==> src/core/wdt_pkg.sv <==
package wdt_pkg;

   // Register byte offsets
   localparam logic [4:0] OFF_CTRL = 5'h00;
   localparam logic [4:0] OFF_FLAGS = 5'h04;
   localparam logic [4:0] OFF_SCC = 5'h08;
   localparam logic [4:0] OFF_ISTAT = 5'h0C;
   localparam logic [4:0] OFF_IMASK = 5'h10;
   localparam logic [4:0] OFF_STATUS = 5'h14;

   // Field positions
   localparam int KEY_LSB = 3;
   localparam int SEL_LSB = 0;
   localparam int KEYFLAG_BIT = 0;
   localparam int SLOWSEL_BIT = 0;
   localparam int EV_TIMEOUT = 0;
   localparam int EV_KEYFAULT = 1;
   localparam int ST_EXPIRED = 0;
   localparam int ST_PDOWN = 1;
   localparam int ST_ENABLED = 2;

   // Key codes and reset values
   localparam logic [4:0] KEY_ENABLE = 5'h0A;
   localparam logic [4:0] KEY_DISABLE = 5'h15;
   localparam logic [2:0] SEL_RESET = 3'h3;
   localparam logic SLOWSEL_RESET = 1'b0;
   localparam logic [1:0] IMASK_RESET = 2'h0;

   // Timing counts
   localparam int CNT_W = 18;
   localparam logic [1:0] FAULT_TICKS = 2'h2;

   // Bus answers
   localparam logic [1:0] RESP_OKAY = 2'h0;
   localparam logic [1:0] RESP_SLVERR = 2'h2;

endpackage

==> src/core/watchdog_timer.sv <==
// Chosen here: the address map and register access over AXI4-Lite.
`timescale 1ns/10ps
module watchdog_timer
   import wdt_pkg::*;
(
   input wire logic clk,
   input wire logic srst,
   // Slow tick enables, one clk cycle each
   input wire logic crystal_tick,
   input wire logic low_rc_tick,
   // Processor core side
   input wire logic clear_instr,
   input wire logic halt_instr,
   input wire logic halted,
   input wire logic external_clear_pin_n,
   output logic sys_reset,
   output logic pc_sp_reset,
   output logic pc_clear,
   output logic port_preset,
   output logic watchdog_expired_flag,
   output logic power_down_flag,
   output logic irq,
   // AXI4-Lite slave
   input wire logic [4:0] awaddr,
   input wire logic [2:0] awprot,
   input wire logic awvalid,
   output logic awready,
   input wire logic [31:0] wdata,
   input wire logic [3:0] wstrb,
   input wire logic wvalid,
   output logic wready,
   output logic [1:0] bresp,
   output logic bvalid,
   input wire logic bready,
   input wire logic [4:0] araddr,
   input wire logic [2:0] arprot,
   input wire logic arvalid,
   output logic arready,
   output logic [31:0] rdata,
   output logic [1:0] rresp,
   output logic rvalid,
   input wire logic rready
);

   typedef struct packed {
      logic [4:0] key;
      logic [2:0] sel;
      logic slow_sel;
      logic key_flag;
      logic expired;
      logic pdown;
      logic [CNT_W-1:0] count;
      logic [1:0] fault_cnt;
      logic [1:0] istat;
      logic [1:0] imask;
      logic irq;
      logic sys_reset;
      logic pc_sp_reset;
      logic pc_clear;
      logic port_preset;
      logic awready;
      logic wready;
      logic aw_have;
      logic w_have;
      logic [4:0] aw_addr;
      logic [7:0] w_byte;
      logic w_lane0;
      logic bvalid;
      logic [1:0] bresp;
      logic arready;
      logic rvalid;
      logic [31:0] rdata;
      logic [1:0] rresp;
   } state_t;

   state_t st_reg;
   state_t st_next;

   logic tick;
   logic enabled;
   logic key_bad;
   logic key_fire;
   logic timeout_evt;
   logic count_clear;
   logic wr_fire;
   logic [CNT_W-1:0] term;
   logic [4:0] shift;
   logic [CNT_W:0] span;
   logic [31:0] rd_val;
   logic rd_hit;

   // Tick source and enable decode
   always_comb begin
      tick = st_reg.slow_sel ? crystal_tick : low_rc_tick;
      enabled = (st_reg.key == KEY_ENABLE);
      key_bad = !enabled && (st_reg.key != KEY_DISABLE);
      // One to two RC periods: the fault is seen between ticks
      key_fire = key_bad && low_rc_tick && (st_reg.fault_cnt == FAULT_TICKS - 2'h1);
   end

   // Terminal count is one below the selected power of two
   always_comb begin
      if (st_reg.sel[2]) begin
         shift = 5'(5'h0B + {2'h0, st_reg.sel});
      end else begin
         shift = 5'(5'h08 + {1'b0, st_reg.sel, 1'b0});
      end
      span = (19'h00001 << shift) - 19'h00001;
      term = span[CNT_W-1:0];
   end

   // Timeout and clear conditions
   always_comb begin
      // At or past the terminal, so a shortened period still expires
      timeout_evt = enabled && tick && (st_reg.count >= term);
      // Instruction clears keep the dog alive
      count_clear = !external_clear_pin_n || clear_instr || halt_instr;
      wr_fire = st_reg.aw_have && st_reg.w_have && !st_reg.bvalid;
   end

   // Read mux; unused upper bits read zero
   always_comb begin
      rd_val = 32'h0000_0000;
      rd_hit = 1'b1;
      case (araddr)
         OFF_CTRL: begin
            rd_val[7:0] = {st_reg.key, st_reg.sel};
         end
         OFF_FLAGS: begin
            rd_val[KEYFLAG_BIT] = st_reg.key_flag;
         end
         OFF_SCC: begin
            rd_val[SLOWSEL_BIT] = st_reg.slow_sel;
         end
         OFF_ISTAT: begin
            rd_val[1:0] = st_reg.istat;
         end
         OFF_IMASK: begin
            rd_val[1:0] = st_reg.imask;
         end
         OFF_STATUS: begin
            rd_val[ST_EXPIRED] = st_reg.expired;
            rd_val[ST_PDOWN] = st_reg.pdown;
            rd_val[ST_ENABLED] = enabled;
         end
         default: begin
            rd_hit = 1'b0;
         end
      endcase
   end

   // Whole next state
   always_comb begin
      st_next = st_reg;
      st_next.sys_reset = 1'b0;
      st_next.pc_sp_reset = 1'b0;
      st_next.port_preset = 1'b0;

      // Write channels are taken independently
      if (awvalid && st_reg.awready) begin
         st_next.aw_have = 1'b1;
         st_next.aw_addr = awaddr;
      end
      if (wvalid && st_reg.wready) begin
         st_next.w_have = 1'b1;
         st_next.w_byte = wdata[7:0];
         st_next.w_lane0 = wstrb[0];
      end

      // Register write once both halves are in
      if (wr_fire) begin
         st_next.aw_have = 1'b0;
         st_next.w_have = 1'b0;
         st_next.bvalid = 1'b1;
         st_next.bresp = RESP_OKAY;
         case (st_reg.aw_addr)
            OFF_CTRL: begin
               if (st_reg.w_lane0) begin
                  st_next.key = st_reg.w_byte[KEY_LSB +: 5];
                  st_next.sel = st_reg.w_byte[SEL_LSB +: 3];
               end
            end
            OFF_FLAGS: begin
               // Writing one leaves the flag alone
               if (st_reg.w_lane0 && !st_reg.w_byte[KEYFLAG_BIT]) begin
                  st_next.key_flag = 1'b0;
               end
            end
            OFF_SCC: begin
               if (st_reg.w_lane0) begin
                  st_next.slow_sel = st_reg.w_byte[SLOWSEL_BIT];
               end
            end
            OFF_ISTAT: begin
               if (st_reg.w_lane0) begin
                  st_next.istat = st_reg.istat & ~st_reg.w_byte[1:0];
               end
            end
            OFF_IMASK: begin
               if (st_reg.w_lane0) begin
                  st_next.imask = st_reg.w_byte[1:0];
               end
            end
            OFF_STATUS: begin
               st_next.bresp = RESP_OKAY;
            end
            default: begin
               st_next.bresp = RESP_SLVERR;
            end
         endcase
      end
      if (st_reg.bvalid && bready) begin
         st_next.bvalid = 1'b0;
      end
      st_next.awready = !st_next.aw_have && !st_next.bvalid;
      st_next.wready = !st_next.w_have && !st_next.bvalid;

      // Read channel: one outstanding read
      if (arvalid && st_reg.arready) begin
         st_next.rvalid = 1'b1;
         st_next.arready = 1'b0;
         st_next.rdata = rd_val;
         st_next.rresp = rd_hit ? RESP_OKAY : RESP_SLVERR;
      end else if (st_reg.rvalid && rready) begin
         st_next.rvalid = 1'b0;
         st_next.arready = 1'b1;
      end

      // Fault delay counts RC ticks only while the key is bad
      if (!key_bad || key_fire) begin
         st_next.fault_cnt = 2'h0;
      end else if (low_rc_tick) begin
         st_next.fault_cnt = st_reg.fault_cnt + 2'h1;
      end

      // Tick counter; any clear beats a tick
      if (count_clear || key_fire || timeout_evt) begin
         st_next.count = '0;
      end else if (enabled && tick) begin
         st_next.count = st_reg.count + 1'b1;
      end

      // Status flags: clears first so a set in the same cycle wins
      if (clear_instr) begin
         st_next.pdown = 1'b0;
      end
      if (halt_instr) begin
         st_next.pdown = 1'b1;
         st_next.expired = 1'b0;
      end
      if (timeout_evt) begin
         st_next.expired = 1'b1;
         st_next.istat[EV_TIMEOUT] = 1'b1;
         if (halted) begin
            st_next.pc_sp_reset = 1'b1;
         end else begin
            st_next.sys_reset = 1'b1;
         end
      end

      // Bad key: reset, raise sticky flag, restore power-up control
      if (key_fire) begin
         st_next.sys_reset = 1'b1;
         st_next.key_flag = 1'b1;
         st_next.key = KEY_ENABLE;
         st_next.sel = SEL_RESET;
         st_next.istat[EV_KEYFAULT] = 1'b1;
      end

      // Program counter goes to zero on every reset source
      st_next.pc_clear = key_fire || timeout_evt || !external_clear_pin_n;
      st_next.irq = |(st_next.istat & st_next.imask);
   end

   // State register; reset value is the power-on state
   always_ff @(posedge clk) begin
      if (srst) begin
         st_reg <= '0;
         st_reg.key <= KEY_ENABLE;
         st_reg.sel <= SEL_RESET;
         st_reg.slow_sel <= SLOWSEL_RESET;
         st_reg.imask <= IMASK_RESET;
         st_reg.pc_clear <= 1'b1;
         st_reg.port_preset <= 1'b1;
         st_reg.awready <= 1'b1;
         st_reg.wready <= 1'b1;
         st_reg.arready <= 1'b1;
      end else begin
         st_reg <= st_next;
      end
   end

   // Outputs straight from the state register
   assign sys_reset = st_reg.sys_reset;
   assign pc_sp_reset = st_reg.pc_sp_reset;
   assign pc_clear = st_reg.pc_clear;
   assign port_preset = st_reg.port_preset;
   assign watchdog_expired_flag = st_reg.expired;
   assign power_down_flag = st_reg.pdown;
   assign irq = st_reg.irq;
   assign awready = st_reg.awready;
   assign wready = st_reg.wready;
   assign bvalid = st_reg.bvalid;
   assign bresp = st_reg.bresp;
   assign arready = st_reg.arready;
   assign rvalid = st_reg.rvalid;
   assign rdata = st_reg.rdata;
   assign rresp = st_reg.rresp;
endmodule // watchdog_timer

==> config.mk <==
export PLATFORM = sky130hd
export DESIGN_NAME = watchdog_timer
export DESIGN_NICKNAME = d
export VERILOG_FILES = /design/src/core/wdt_pkg.sv /design/src/core/watchdog_timer.sv
export SDC_FILE = /design/constraint.sdc
export NUM_CORES = 1
export LEC_CHECK = 0
export ABC_AREA = 1
export BUFFER_PORTS_ARGS = -buffer_cell sky130_fd_sc_hd__clkbuf_2
export CAP_MARGIN = 10
export CORE_ASPECT_RATIO = 2
export CORE_MARGIN = 2
export CORE_UTILIZATION = 30
export DETAILED_ROUTE_END_ITERATION = 6
export PLACE_DENSITY = 0.52
export SLEW_MARGIN = 10
export SYNTH_ARGS = -nofsm -noshare
export SYNTH_HDL_FRONTEND = slang
export SYNTH_SLANG_ARGS = --single-unit
==> constraint.sdc <==
create_clock -name clk -period 3.1 [get_ports clk]
set_clock_uncertainty 0.1 [all_clocks]
set_input_delay 0.465 -clock clk [delete_from_list [all_inputs] [get_ports clk]]
set_output_delay 0.465 -clock clk [all_outputs]
set_load 0.005 [all_outputs]
======== Yosys cells after proc, flatten, opt, wreduce, memory -nomap -nowiden ========
Cells that the tools add are included.
storage, ports and cells
  logic and storage cells ................. 138
  register bits after elaboration ......... 74
  bits of input ports ..................... 65
cells by class
  muxes and demuxes ....................... 38
  add/subtract/negate cells ............... 5
  shift operators ......................... 1
  magnitude comparators ................... 1
  equal/unequal tests ..................... 13
  reduce and logical (&&, ||, !) cells .... 48
  bitwise operators ....................... 4
operator list
  operator               count
  $mux 58                1
  $eq 5x4->1 const B     5
  $mux 2                 11
  $eq 5x5->1 const B     4
  $add 18x1->18 const B  1
  $ge 18x18->1           1
  $shl 1x5->18 const A   1
  $sub 18x1->18 const B  1
  $mux 1                 16
  $logic_and 1x1->1      15
  $mux 5                 3
  $reduce_bool 2->1      6
  $reduce_or 6->1        2
  $eq 5x3->1 const B     2
  $logic_not 5->1        2
  $mux 10                1
  $reduce_or 2->1        5
  $mux 9                 1
  $reduce_and 3->1       3
  $logic_not 1->1        8
  $logic_or 1x1->1       7
  $pmux 1 s6             1
  $add 4x3->5 const A    1
  $add 4x4->5 const A    1
  10 further kinds       11

======== Logic depth before layout (Yosys ltp) ========
Gate-level depths: netlist (run 1).
  depth in word-level cells ............... 9
  depth in mapped cells ................... 20

======== Worst setup path before layout (run 1) ========
Ideal clock, no wire load.
  path type ............................... reg2reg
  start point ............................. reg st_reg[91] in the netlist's numbering
  end point ............................... reg st_reg[77] in the netlist's numbering
  stages on the path, launching flop included .. 20
  arrival ................................. 2,615 ps
  library setup time ...................... 64 ps
  period minus slack after synthesis ...... 2,779 ps
  slack ................................... 321 ps
  path buffers ............................ 2
  cell sequence ........................... dfxtp_1 > clkbuf_1 > inv_1 > ha_1 > nand2_1 > o21ai_0 > inv_1 > nor3_1 > a21oi_1 > o311ai_1 > ha_1 > nand2_1 > nor2_1 > and2_1 > nand3b_1 > nand3_1 > nand2_4 > nand3_4 > buf_6 > nor2_1
between the ends
  word-level cells in the longest chain between the ends .. 8
  elaborated cells on any way between the ends .. 9
  classes of those cells .................. add/sub: 3; order compare: 1; shift: 1; mux: 1; reduce/logical: 3
ends and longest elaborated chain
  what                                               line                                          text
  start: declaration                                 watchdog_timer.sv:76                          state_t st_reg;
  start signal: assignment                           watchdog_timer.sv:289                         st_reg <= st_next;
  $add 4x3->5 / $add 4x4->5 (equally long branches)  watchdog_timer.sv:104, watchdog_timer.sv:106
  $mux 5 *                                           watchdog_timer.sv:103                         if (st_reg.sel[2]) begin
  $shl 1x5->18 *                                     watchdog_timer.sv:108                         span = (19'h00001 << shift) - 19'h00001;
  $sub 18x1->18 *                                    watchdog_timer.sv:108
  $ge 18x18->1 *                                     watchdog_timer.sv:115                         timeout_evt = enabled && tick && (st_reg.count >= term);
  $logic_and 1x1->1 *                                watchdog_timer.sv:115
  $logic_or 1x1->1 *                                 watchdog_timer.sv:237                         if (count_clear || key_fire || timeout_evt) begin
  $reduce_or 2->1 (no source line) *                 n/a
Every way passes the cells marked *; elsewhere a longest branch is shown, timed or not.
A chain may end at the register's enable or synchronous reset.

======== Final worst setup path (run 1) ========
  start point ............................. reg st_reg[90] in the netlist's numbering
  end point ............................... reg st_reg[77] in the netlist's numbering
Same word-level chain as after synthesis.

==> flow_summary_export.csv, run 1 <==
group,metric,value,unit
status,status,"completed",
clock_tree,clock-sinks,72,
cells_and_area,final_layout_size_suffix_gt1_share,15.2,%
clock_tree,root_buffer,"clkbuf_16",
critical_path,arrival,2.91,ns
logic_synthesis,netlist_area,0.00407,sq mm
critical_path,crit_path_start_kind,"flip-flop",
logic_synthesis,yosys.area_share.simple,28.3,%
cells_and_area,nFillCells,1472,
placed_design,post-place-ws,0.167,ns
critical_path,critical_path.endpoint_type,"flip-flop",
logic_synthesis,ys_warn_count,0,
route,viasPerCell,4.63,
placed_design,portBuffers,53,
die,die_area,0.0146,sq mm
timing,setup_tns,0,ns
timing,hold_viol,0,
power_and_ir_drop,p_per_area,509,mW/mm^2
logic_synthesis,synth-adder-area-share,5.85,%
cells_and_area,layout.nets,716,
cells_and_area,synthToLayoutAreaGrowth,16.7,%
die,rows,60,
global_route,grt-ovfl-total,0,
global_route,grt_pass1_wl,17000,um
timing,setup_slack,0.359,ns
critical_path,critPathKind,"flip-flop to flip-flop",
timing,fin_crit,2.74,ns
logic_synthesis,yosys_register_bits,72,
logic_synthesis,yosys-top-cells-area,"dfxtp_1, nand2_1, nor2_1",
placed_design,place_congestion,0.927,
clock_tree,cts_setup_buffers,0,
clock_tree,cts_buffer_depth,2,
timing,fmax,365,MHz
logic_synthesis,synthDominantCellAreaShare,35.4,%
logic_synthesis,synth.distinct_cells,37,
critical_path,path_delay_family,"simple AND/OR/NAND/NOR gates",
timing,finalSetupViolations,0,
timing,slew_viol_final,0,
route,ant_nets,0,
clock_tree,cts_tree,"built",
clock_tree,htreeDepth,3,
timing,rsz0062_at_grt,"false",
critical_path,path_cells,"inv_1 -> ha_1 -> nand2_1 -> o21ai_0 -> inv_1 -> nor3_2 -> a21oi_1 -> o311ai_1 -> ha_1 -> nand2_1 -> nor2_1 -> and2_1 -> nand3b_1 -> nand3_2 -> nand2_4 -> nand3_4 -> nor2_1",
critical_path,critPathBufInv,2,
route,num_vias,3670,
global_route,grt_pass1_vias,3686,
power_and_ir_drop,ir_worst_vdd,0.000321,V
critical_path,crit_required,3.27,ns
logic_synthesis,synth-compound-area-share,12.6,%
route,first_pass_iters,4,
cells_and_area,n_antenna_cell,0,
die,die_x,86.3,um
route,wl_per_cell,13.3,um
critical_path,slowest_delay,0.33,ns
logic_synthesis,synth_seq_area_share,35.4,%
die,core-area,0.0134,sq mm
clock_tree,cts_made_buffers,9,
placed_design,hpwl,8400,um
route,drt_wl_total,10600,um
logic_synthesis,muxShareOfSynthArea,0,%
route,drt_iter0_drc,148,
route,drc_errors,0,
clock_tree,clk_latency,0.34,ns
job,cap_viol_max_count,0,
power_and_ir_drop,p_leak,2.20,nW
worst_hold_path,hp-class,"input port to flip-flop",
global_route,antenna_found_initial,0,
logic_synthesis,synth_top_family_by_area,"simple AND/OR/NAND/NOR gates",
critical_path,crit_fanout,9,
clock_tree,clkSlewWorstSetupHoldPaths,0.06,ns
die,start_util,30.4,%
logic_synthesis,synth_top_area_cell,"dfxtp_1",
logic_synthesis,syn_avg_cell_area,7.01,sq um
global_route,grt_max_degree,25,
global_route,grt_use_total,15.0,%
cells_and_area,fin_util,35.5,%
cells_and_area,largest_register_ffs,50,
die,num_io_pins,113,
critical_path,slowest_stage,"dfxtp_1",
logic_synthesis,synth_xor_area_share,2.80,%
timing,fin_crit_sh,88.4,%
logic_synthesis,postSynthCellCount,580,
die,die_y,169,um
## cells in the mapped netlist
| library cell | n |
|---|---|
| a21boi_0 | 7 |
| a21oi_1 | 37 |
| a31oi_1 | 2 |
| and2_1 | 1 |
| buf_2 | 1 |
| buf_4 | 36 |
| buf_6 | 3 |
| clkbuf_1 | 8 |
| clkinv_2 | 1 |
| conb_1 | 1 |
| dfxtp_1 | 72 |
| ha_1 | 19 |
| inv_1 | 70 |
| nand2_1 | 127 |
| nand2_4 | 3 |
| nand3_1 | 22 |
| nand3_2 | 2 |
| nand3_4 | 1 |
| nand3b_1 | 2 |
| nand3b_4 | 1 |
| nand4_1 | 8 |
| nor2_1 | 80 |
| nor2_2 | 3 |
| nor2_4 | 1 |
| nor3_1 | 7 |
| nor3_2 | 1 |
| nor3b_1 | 1 |
| o211ai_1 | 5 |
| o21ai_0 | 36 |
| o21ai_1 | 1 |
| o22ai_1 | 1 |
| o311ai_0 | 1 |
| o311ai_1 | 1 |
| o31ai_1 | 2 |
| or2_2 | 3 |
| xnor2_1 | 5 |
| xor2_1 | 8 |
## cells in the final DEF (no fill, tap or decap), types with 2 or more instances in the layout
cell / count
conb_1: 27
nand2_1: 127
xor2_1: 8
inv_1: 70
o31ai_1: 2
clkbuf_16: 9
nand2_4: 3
nand3_2: 3
nand3_4: 2
nor3_2: 2
a21oi_1: 37
xnor2_1: 5
clkbuf_8: 3
dfxtp_1: 72
o21ai_0: 36
o211ai_1: 5
ha_1: 19
a21boi_0: 7
a31oi_1: 2
nand4_1: 8
nor2_1: 80
nand3b_1: 2
bufinv_16: 3
or2_2: 3
buf_4: 9
nand3_1: 21
clkbuf_2: 53
nor3_1: 6
nor2_2: 3
## cells by family (layout without fill, tap and decap cells)
logic type	count (synthesis)	in the layout
and+or+nand+nor	263	264
buffers and inverters	119	149
AOI/OAI and AO/OA	93	93
DFF	72	72
adders and majority gates	19	19
xor gates and xnor gates	13	13
other	1	27
## path summary, 6_finish.rpt
check | from | to | slack (ns) | cells after the start
setup / recovery | st_reg[90] | st_reg[77] | 0.36 | 17
hold / removal | halted | pc_sp_reset | 0.28 | 3
setup reg to reg | st_reg[90] | st_reg[77] | 0.36 | 17
hold reg to reg | st_reg[47] | st_reg[97] | 0.36 | 2
## per-layer routing
layer  up-vias  routed length, um  GRT usage, %
met3        32                353          2.93
met1      1656               3730          13.8
li1       1899                  -             -
met5         -                  0             0
met4         0                657          10.9
met2        83               5830          28.1
## what timing repair did
action / CTS / global route
gates resized for setup: 0 / 3
hold buffers: 0 / 0
setup endpoints to repair: 0 / 18
## worst reg2reg max path: stages (launching register included)
cell	delay, ns
dfxtp_1	0.33
inv_1	0.06
ha_1	0.31
nand2_1	0.07
o21ai_0	0.07
inv_1	0.10
nor3_2	0.05
a21oi_1	0.14
o311ai_1	0.13
ha_1	0.31
nand2_1	0.09
nor2_1	0.06
and2_1	0.16
nand3b_1	0.10
nand3_2	0.15
nand2_4	0.15
nand3_4	0.16
nor2_1	0.14
## power breakdown
part | total, mW | switching, mW | internal (mW)
clock | 1.25 | 0.394 | 0.853
combinational | 0.178 | 0.117 | 0.0605
sequential | 0.989 | 0.0242 | 0.965
total | 2.41 | 0.536 | 1.88
## area by class of cell
type                            instances  area (sq um)  area share (%)
Sequential cell                        72          1440            30.4
Timing Repair Buffer                   62           333            7.01
Clock buffer                           12           267            5.62
Inverter                               71           268            5.64
Multi-Input combinational cell        416          2140            45.2
Tap cell                              155           194            4.09
Clock inverter                          4          98.8            2.08
## through the flow
stage / std cells / hold slack (ns) / instance area, sq um / power, mW
6_report: 792 / 0.276 / 4740 / 2.41
5_1_grt: 792 / 0.276 / 4740 / 2.51
4_1_cts: 791 / 0.265 / 4720 / 2.44
3_5_place_dp: 775 / 0.356 / 4350 / 1.19
3_3_place_gp: 775 / 0.347 / 4350 / 1.18
2_1_floorplan: 606 / 0.337 / 4160 / 1.15
Note: power is estimated with default switching activity, not from simulation.
==> run 2, diff against run 1 <==
Settings changed: ABC_AREA 1 to unset, GPL_TIMING_DRIVEN set to 0, MAX_ROUTING_LAYER set to met4.
==> flow_summary_export.csv, run 2 <==
group,metric,value,unit
status,status,"completed",
global_route,grt_pass1_wl,15500,um
power_and_ir_drop,power.switching,536,uW
timing,rsz0062_at_grt,"false",
logic_synthesis,netlist_area,0.00388,sq mm
worst_hold_path,hp-class,"input port to flip-flop",
critical_path,arrival,3.00,ns
clock_tree,cts_made_buffers,9,
placed_design,portBuffers,51,
cells_and_area,regArea,0.00144,sq mm
global_route,grt_use_total,14.9,%
cells_and_area,layout.nets,607,
cells_and_area,synthToLayoutAreaGrowth,22.5,%
worst_hold_path,holdPathEnd,"port_preset",
cells_and_area,fin_cells,678,
power_and_ir_drop,seq_power_share,45.3,%
clock_tree,clock-sinks,72,
die,start_util,30.7,%
cells_and_area,fin_util,37.7,%
timing,slew_viol_final,0,
logic_synthesis,yosys.area_share.simple,25.7,%
placed_design,place_congestion,0.822,
timing,finalSetupViolations,0,
cells_and_area,nFillCells,1333,
critical_path,critPathKind,"flip-flop to flip-flop",
cells_and_area,final_cell_mix,"dfxtp_1, clkbuf_2, nand2_1",
logic_synthesis,synth_top_area_cell,"dfxtp_1",
logic_synthesis,syn_avg_cell_area,8.92,sq um
clock_tree,cts_buffer_depth,2,
route,drt_wl_total,10000,um
clock_tree,root_buffer,"clkbuf_16",
die,die_y,165,um
clock_tree,clk_latency,0.34,ns
power_and_ir_drop,power_frac_comb,8.6,%
logic_synthesis,muxShareOfSynthArea,4.06,%
die,core-area,0.0126,sq mm
logic_synthesis,synth_seq_area_share,37.1,%
critical_path,rr_endpoint,"sys_reset",
timing,maxSlewHeadroom,48.2,%
timing,fin_crit,2.90,ns
clock_tree,cts_hold_buf,0,
clock_tree,htreeDepth,3,
logic_synthesis,synth-edff-count,0,
critical_path,crit_fanout,10,
placed_design,hpwl,8230,um
logic_synthesis,synth.most_common_cell,"dfxtp_1",
route,wl_per_cell,14.8,um
timing,fmax,345,MHz
logic_synthesis,synthArstFlopShare,0,%
worst_hold_path,min_from,"srst",
global_route,antenna_found_initial,0,
route,viasPerCell,4.84,
global_route,grt_max_degree,14,
route,drc_errors,0,
critical_path,crit_required,3.20,ns
power_and_ir_drop,p_int,1.63,mW
logic_synthesis,synth_ff_type,"dfxtp_1",
clock_tree,cts_tree,"built",
cells_and_area,final_layout_size_suffix_gt1_share,27.3,%
critical_path,r2r_start,"st_reg[90]",
route,first_pass_iters,6,
placed_design,post-place-ws,-0.445,ns
logic_synthesis,yosys_register_bits,72,
cells_and_area,n_antenna_cell,0,
logic_synthesis,synthTopCellsByCount,"dfxtp_1, nand2_1, buf_4, nor2_1, a21oi_1",
critical_path,r2r_cells,12,
critical_path,slowest_delay,0.41,ns
power_and_ir_drop,p_per_area,455,mW/mm^2
die,num_io_pins,113,
cells_and_area,largest_register_ffs,50,
critical_path,rrSetupSlack,0.20,ns
die,die_area,0.0139,sq mm
critical_path,critical_path.endpoint_type,"flip-flop",
clock_tree,clkSlewWorstSetupHoldPaths,0.06,ns
logic_synthesis,yosys-top-cells-area,"dfxtp_1, buf_4, ha_1",
power_and_ir_drop,p_leak,2.02,nW
route,drt_iter0_drc,117,
critical_path,slowest_stage,"dfxtp_2",
timing,worst_pin_slew,0.770,ns
global_route,grt_pass1_vias,3253,
logic_synthesis,synth_top_family_by_area,"simple AND/OR/NAND/NOR gates",
power_and_ir_drop,clkPwrFrac,46.2,%
logic_synthesis,postSynthCellCount,435,
critical_path,path_cells,"inv_1 -> ha_1 -> xnor2_1 -> o21ai_0 -> nand2_1 -> ha_1 -> a21o_1 -> a21o_1 -> a21oi_4 -> a31oi_4 -> buf_6 -> o2bb2ai_1",
logic_synthesis,synthDominantCellAreaShare,37.1,%
route,num_vias,3280,
cells_and_area,final_common_cell,"dfxtp_1",
power_and_ir_drop,ir_worst_vdd,0.000272,V
die,die_x,84.4,um
job,cap_viol_max_count,0,
logic_synthesis,synth_xor_area_share,3.84,%
route,ant_nets,0,
die,rows,58,
placed_design,place_inst,662,
power_and_ir_drop,finalPower,2.16,mW
timing,hold_viol,0,
power_and_ir_drop,netSwitchingFraction,24.8,%
global_route,grt-ovfl-total,0,
timing,fin_crit_sh,93.5,%
logic_synthesis,ys_warn_count,0,
cells_and_area,multi_input_area,0.00218,sq mm
logic_synthesis,synth-compound-area-share,13.2,%
critical_path,crit_path_start_kind,"flip-flop",
timing,setup_slack,0.201,ns
worst_hold_path,whs_path_depth,1,
logic_synthesis,synth.distinct_cells,57,
logic_synthesis,synth-adder-area-share,6.13,%
-- run 2: changes by cell type after synthesis, sizes merged, moves of 8 or more --
cell | before | now
inv | 70 | 8
mux2i | 0 | 12
nand2 | 130 | 48
nand2b | 0 | 8
nand3 | 25 | 16
nor2 | 84 | 37
nor3 | 8 | 25
nor4 | 0 | 9
o21ai | 37 | 4
-- run 2: layout make-up --
type,instances,area share (%)
buffer,50,7.32
clock buffer,11,5.32
clock inverter,5,0.842
inverter,8,0.632
multi-input combinational,329,45.9
sequential,72,30.4
tap,150,3.95
timing repair buffer,53,5.68
-- run 2: worst max-delay path: cells and delay by family, from the launching register on --
kind | cells | cell delay (ns)
buffers and inverters | 2 | 0.29
and+or+nand+nor | 1 | 0.08
DFF | 1 | 0.41
adders and majority gates | 2 | 0.70
xor gates and xnor gates | 1 | 0.16
AOI/OAI and AO/OA | 6 | 1.03
-- run 2: power groups by stage --
stage          sequential (mW)  combinational (mW)  clock (mW)
2_1_floorplan            0.993               0.125           0
3_3_place_gp              1.00               0.186           0
3_5_place_dp              1.00               0.188           0
4_1_cts                  0.980               0.188        1.02
5_1_grt                  0.984               0.207        1.06
6_report                 0.980               0.185       0.999
-- run 2: worst max path at each step --
| stage | from | to | slack (ns) | cells past startpoint |
|---|---|---|---|---|
| 2_1_floorplan | st_reg[91] | sys_reset | 0.11 | 13 |
| 3_3_place_gp | st_reg[91] | sys_reset | -0.44 | 13 |
| 3_5_place_dp | st_reg[91] | sys_reset | -0.45 | 13 |
| 4_1_cts | st_reg[90] | sys_reset | 0.005 | 12 |
| 5_1_grt | st_reg[90] | st_reg[72] | 0.02 | 11 |
| 6_report | st_reg[90] | sys_reset | 0.20 | 12 |
-- run 2: per-stage QoR --
stage	setup TNS, ns	instance area, sq um	hold WS, ns
after floorplan	0	3980	0.336
after global placement	-6.23	4420	0.344
after detailed placement	-6.38	4420	0.348
after CTS	0	4730	0.138
after global routing	0	4750	0.139
final	0	4750	0.149
-- run 2: repair_timing --
item,4_1_cts,5_1_grt
resized for setup,3,4
setup endpoints to repair,24,22
pin swaps,1,0
buffers inserted,2,0
-- run 2: kinds of logic (layout without fill, tap and decap cells) --
family                     after synthesis  count (layout)
xor gates and xnor gates                17              17
buffers and inverters                   60             127
AOI/OAI and AO/OA                       74              74
muxes                                   14              14
other                                    1              27
adders and majority gates               19              19
DFF                                     72              72
and+or+nand+nor                        178             178
-- run 2: metal layers --
layer / wire, um / vias up / GRT usage [%]
li1: - / 1655 / -
met1: 3230 / 1503 / 11.4
met2: 5880 / 90 / 29.9
met3: 330 / 32 / 2.70
met4: 571 / 0 / 10.8
met5: 0 / - / -
==> run 3, diff against run 2 <==
Settings changed: ABC_AREA set to 1, SLEW_MARGIN 10 to unset.
==> flow_summary_export.csv, run 3 (same netlist as run 1, synthesis figures left out) <==
group,metric,value,unit
critical_path,crit_required,3.26,ns
route,wl_per_cell,13.3,um
job,cap_viol_max_count,0,
power_and_ir_drop,p_leak,2.40,nW
die,num_io_pins,113,
route,first_pass_iters,4,
route,viasPerCell,4.57,
die,core-area,0.0134,sq mm
clock_tree,cts_hold_buf,0,
global_route,grt_max_degree,12,
power_and_ir_drop,clkPwrFrac,46.8,%
cells_and_area,final_layout_size_suffix_gt1_share,20.5,%
power_and_ir_drop,seq_power_share,43.3,%
critical_path,critPathKind,"flip-flop to flip-flop",
cells_and_area,synthToLayoutAreaGrowth,24.5,%
critical_path,critical_path.startpoint,"st_reg[90]",
cells_and_area,layout.nets,762,
route,drt_iter0_drc,146,
clock_tree,cts_tree,"built",
clock_tree,cts_buffer_depth,2,
die,die_y,169,um
route,drt_wl_total,11200,um
clock_tree,clock-sinks,72,
power_and_ir_drop,p_int,1.76,mW
clock_tree,htreeDepth,3,
placed_design,hpwl,9080,um
timing,finalSetupViolations,0,
global_route,gr-usage-met2,29.9,%
cells_and_area,final_cell_mix,"nand2_1, nor2_1, inv_1, dfxtp_1, clkbuf_2",
power_and_ir_drop,power_frac_comb,9.9,%
power_and_ir_drop,p_per_area,450,mW/mm^2
critical_path,path_cells,"inv_1 -> ha_4 -> nand2_1 -> o21ai_0 -> inv_1 -> nor3_2 -> a21oi_1 -> o311ai_2 -> ha_1 -> nand2_1 -> nor2_1 -> and2_1 -> nand3b_1 -> nand3_2 -> nand2_4 -> nand3_4 -> clkbuf_16 -> nor2_1",
clock_tree,cts_made_buffers,9,
timing,fin_crit_sh,96.4,%
route,ant_nets,0,
power_and_ir_drop,power.switching,521,uW
die,rows,60,
critical_path,slowest_delay,0.39,ns
power_and_ir_drop,ir_worst_vdd,0.000343,V
clock_tree,clk_latency,0.33,ns
route,drc_errors,0,
global_route,grt_pass1_wl,17100,um
die,die_area,0.0146,sq mm
timing,fmax,335,MHz
timing,fin_crit,2.99,ns
global_route,busiest_layer,"met2",
critical_path,crit_path_start_kind,"flip-flop",
timing,setup_tns,0,ns
global_route,grt-ovfl-total,0,
cells_and_area,final_common_cell,"nand2_1",
global_route,met3_usage,2.68,%
placed_design,portBuffers,53,
route,num_vias,3822,
global_route,grt_pass1_vias,3649,
worst_hold_path,min_from,"srst",
die,start_util,30.4,%
worst_hold_path,hp-class,"input port to flip-flop",
critical_path,crit_fanout,8,
cells_and_area,n_antenna_cell,0,
timing,maxSlewHeadroom,62.0,%
timing,hold_viol,0,
status,status,"completed",
placed_design,place_congestion,0.942,
power_and_ir_drop,netSwitchingFraction,22.9,%
critical_path,critical_path.endpoint_type,"flip-flop",
power_and_ir_drop,finalPower,2.28,mW
die,die_x,86.3,um
global_route,grt_use_met1,13.8,%
clock_tree,root_buffer,"clkbuf_16",
critical_path,arrival,3.15,ns
critical_path,r2r_start,"st_reg[90]",
clock_tree,clkSlewWorstSetupHoldPaths,0.06,ns
placed_design,place_inst,814,
cells_and_area,largest_register_ffs,50,
timing,slew_viol_final,0,
timing,worst_pin_slew,0.571,ns
cells_and_area,fin_cells,837,
critical_path,slowest_stage,"dfxtp_4",
global_route,antenna_found_initial,0,
global_route,grt_use_total,15.7,%
-- run 3: cell count changes in the layout (fill, tap and decap cells not counted), moves of 8 or more --
| cell | previous run | this run |
|---|---|---|
| inv_1 | 8 | 70 |
| mux2i_1 | 11 | 0 |
| nand2_1 | 48 | 127 |
| nand2b_1 | 8 | 0 |
| nor2_1 | 37 | 80 |
| nor3_1 | 16 | 6 |
| o21ai_0 | 4 | 35 |
-- run 3: area by class of cell --
class	instances	area, sq um
Multi-Input combinational cell	416	2160
Sequential cell	72	1450
Buffer	46	335
Fill cell	1446	8300
Clock buffer	11	233
Tap cell	155	194
Clock inverter	4	70.1
Inverter	71	268
Timing Repair Buffer	62	350
-- run 3: power groups by stage --
stage	sequential, mW	clock [mW]	combinational, mW
3_3_place_gp	1.01	0	0.219
2_1_floorplan	1.00	0	0.147
4_1_cts	0.990	1.09	0.222
3_5_place_dp	1.01	0	0.222
5_1_grt	0.992	1.14	0.255
6_report	0.988	1.07	0.225
-- run 3: critical path: cells and delay by family (launching register included) --
kind,cells,cell delay (ns)
buf+inv,3,0.41
simple gates,10,1.03
fa+ha+maj,2,0.57
compound gates,3,0.41
flops,1,0.39
-- run 3: per-stage QoR --
stage / setup WS [ns] / cell area [sq um] / util [%] / hold WS (ns)
3_5_place_dp: -0.388 / 4620 / 34.6 / 0.361
3_3_place_gp: -0.301 / 4620 / 34.6 / 0.348
2_1_floorplan: 0.321 / 4160 / - / 0.337
6_report: 0.110 / 5060 / 37.9 / 0.158
5_1_grt: -0.0330 / 5060 / 37.9 / 0.141
4_1_cts: 0.00772 / 4930 / 36.9 / 0.149
-- run 3: worst paths after layout --
path	to	cells after the start	slack (ns)
hold reg to reg	st_reg[67]	2	0.37
setup reg to reg	st_reg[76]	18	0.11
hold / removal	port_preset	1	0.16
setup / recovery	st_reg[76]	18	0.11
-- run 3: layer usage --
| layer | vias up | part of all wire, % | routed length (um) |
|---|---|---|---|
| met5 | - | 0 | 0 |
| met4 | 0 | 4.7 | 519 |
| met3 | 30 | 2.7 | 296 |
| met2 | 89 | 58 | 6500 |
| met1 | 1710 | 34 | 3830 |
| li1 | 1993 | - | - |
-- run 3: repair_timing --
item	CTS	global route
gates resized for setup	4	8
hold endpoints to repair	0	0
gates cloned	0	2
setup buffers	0	8
pin swaps	0	4
endpoints found under the setup margin	24	15
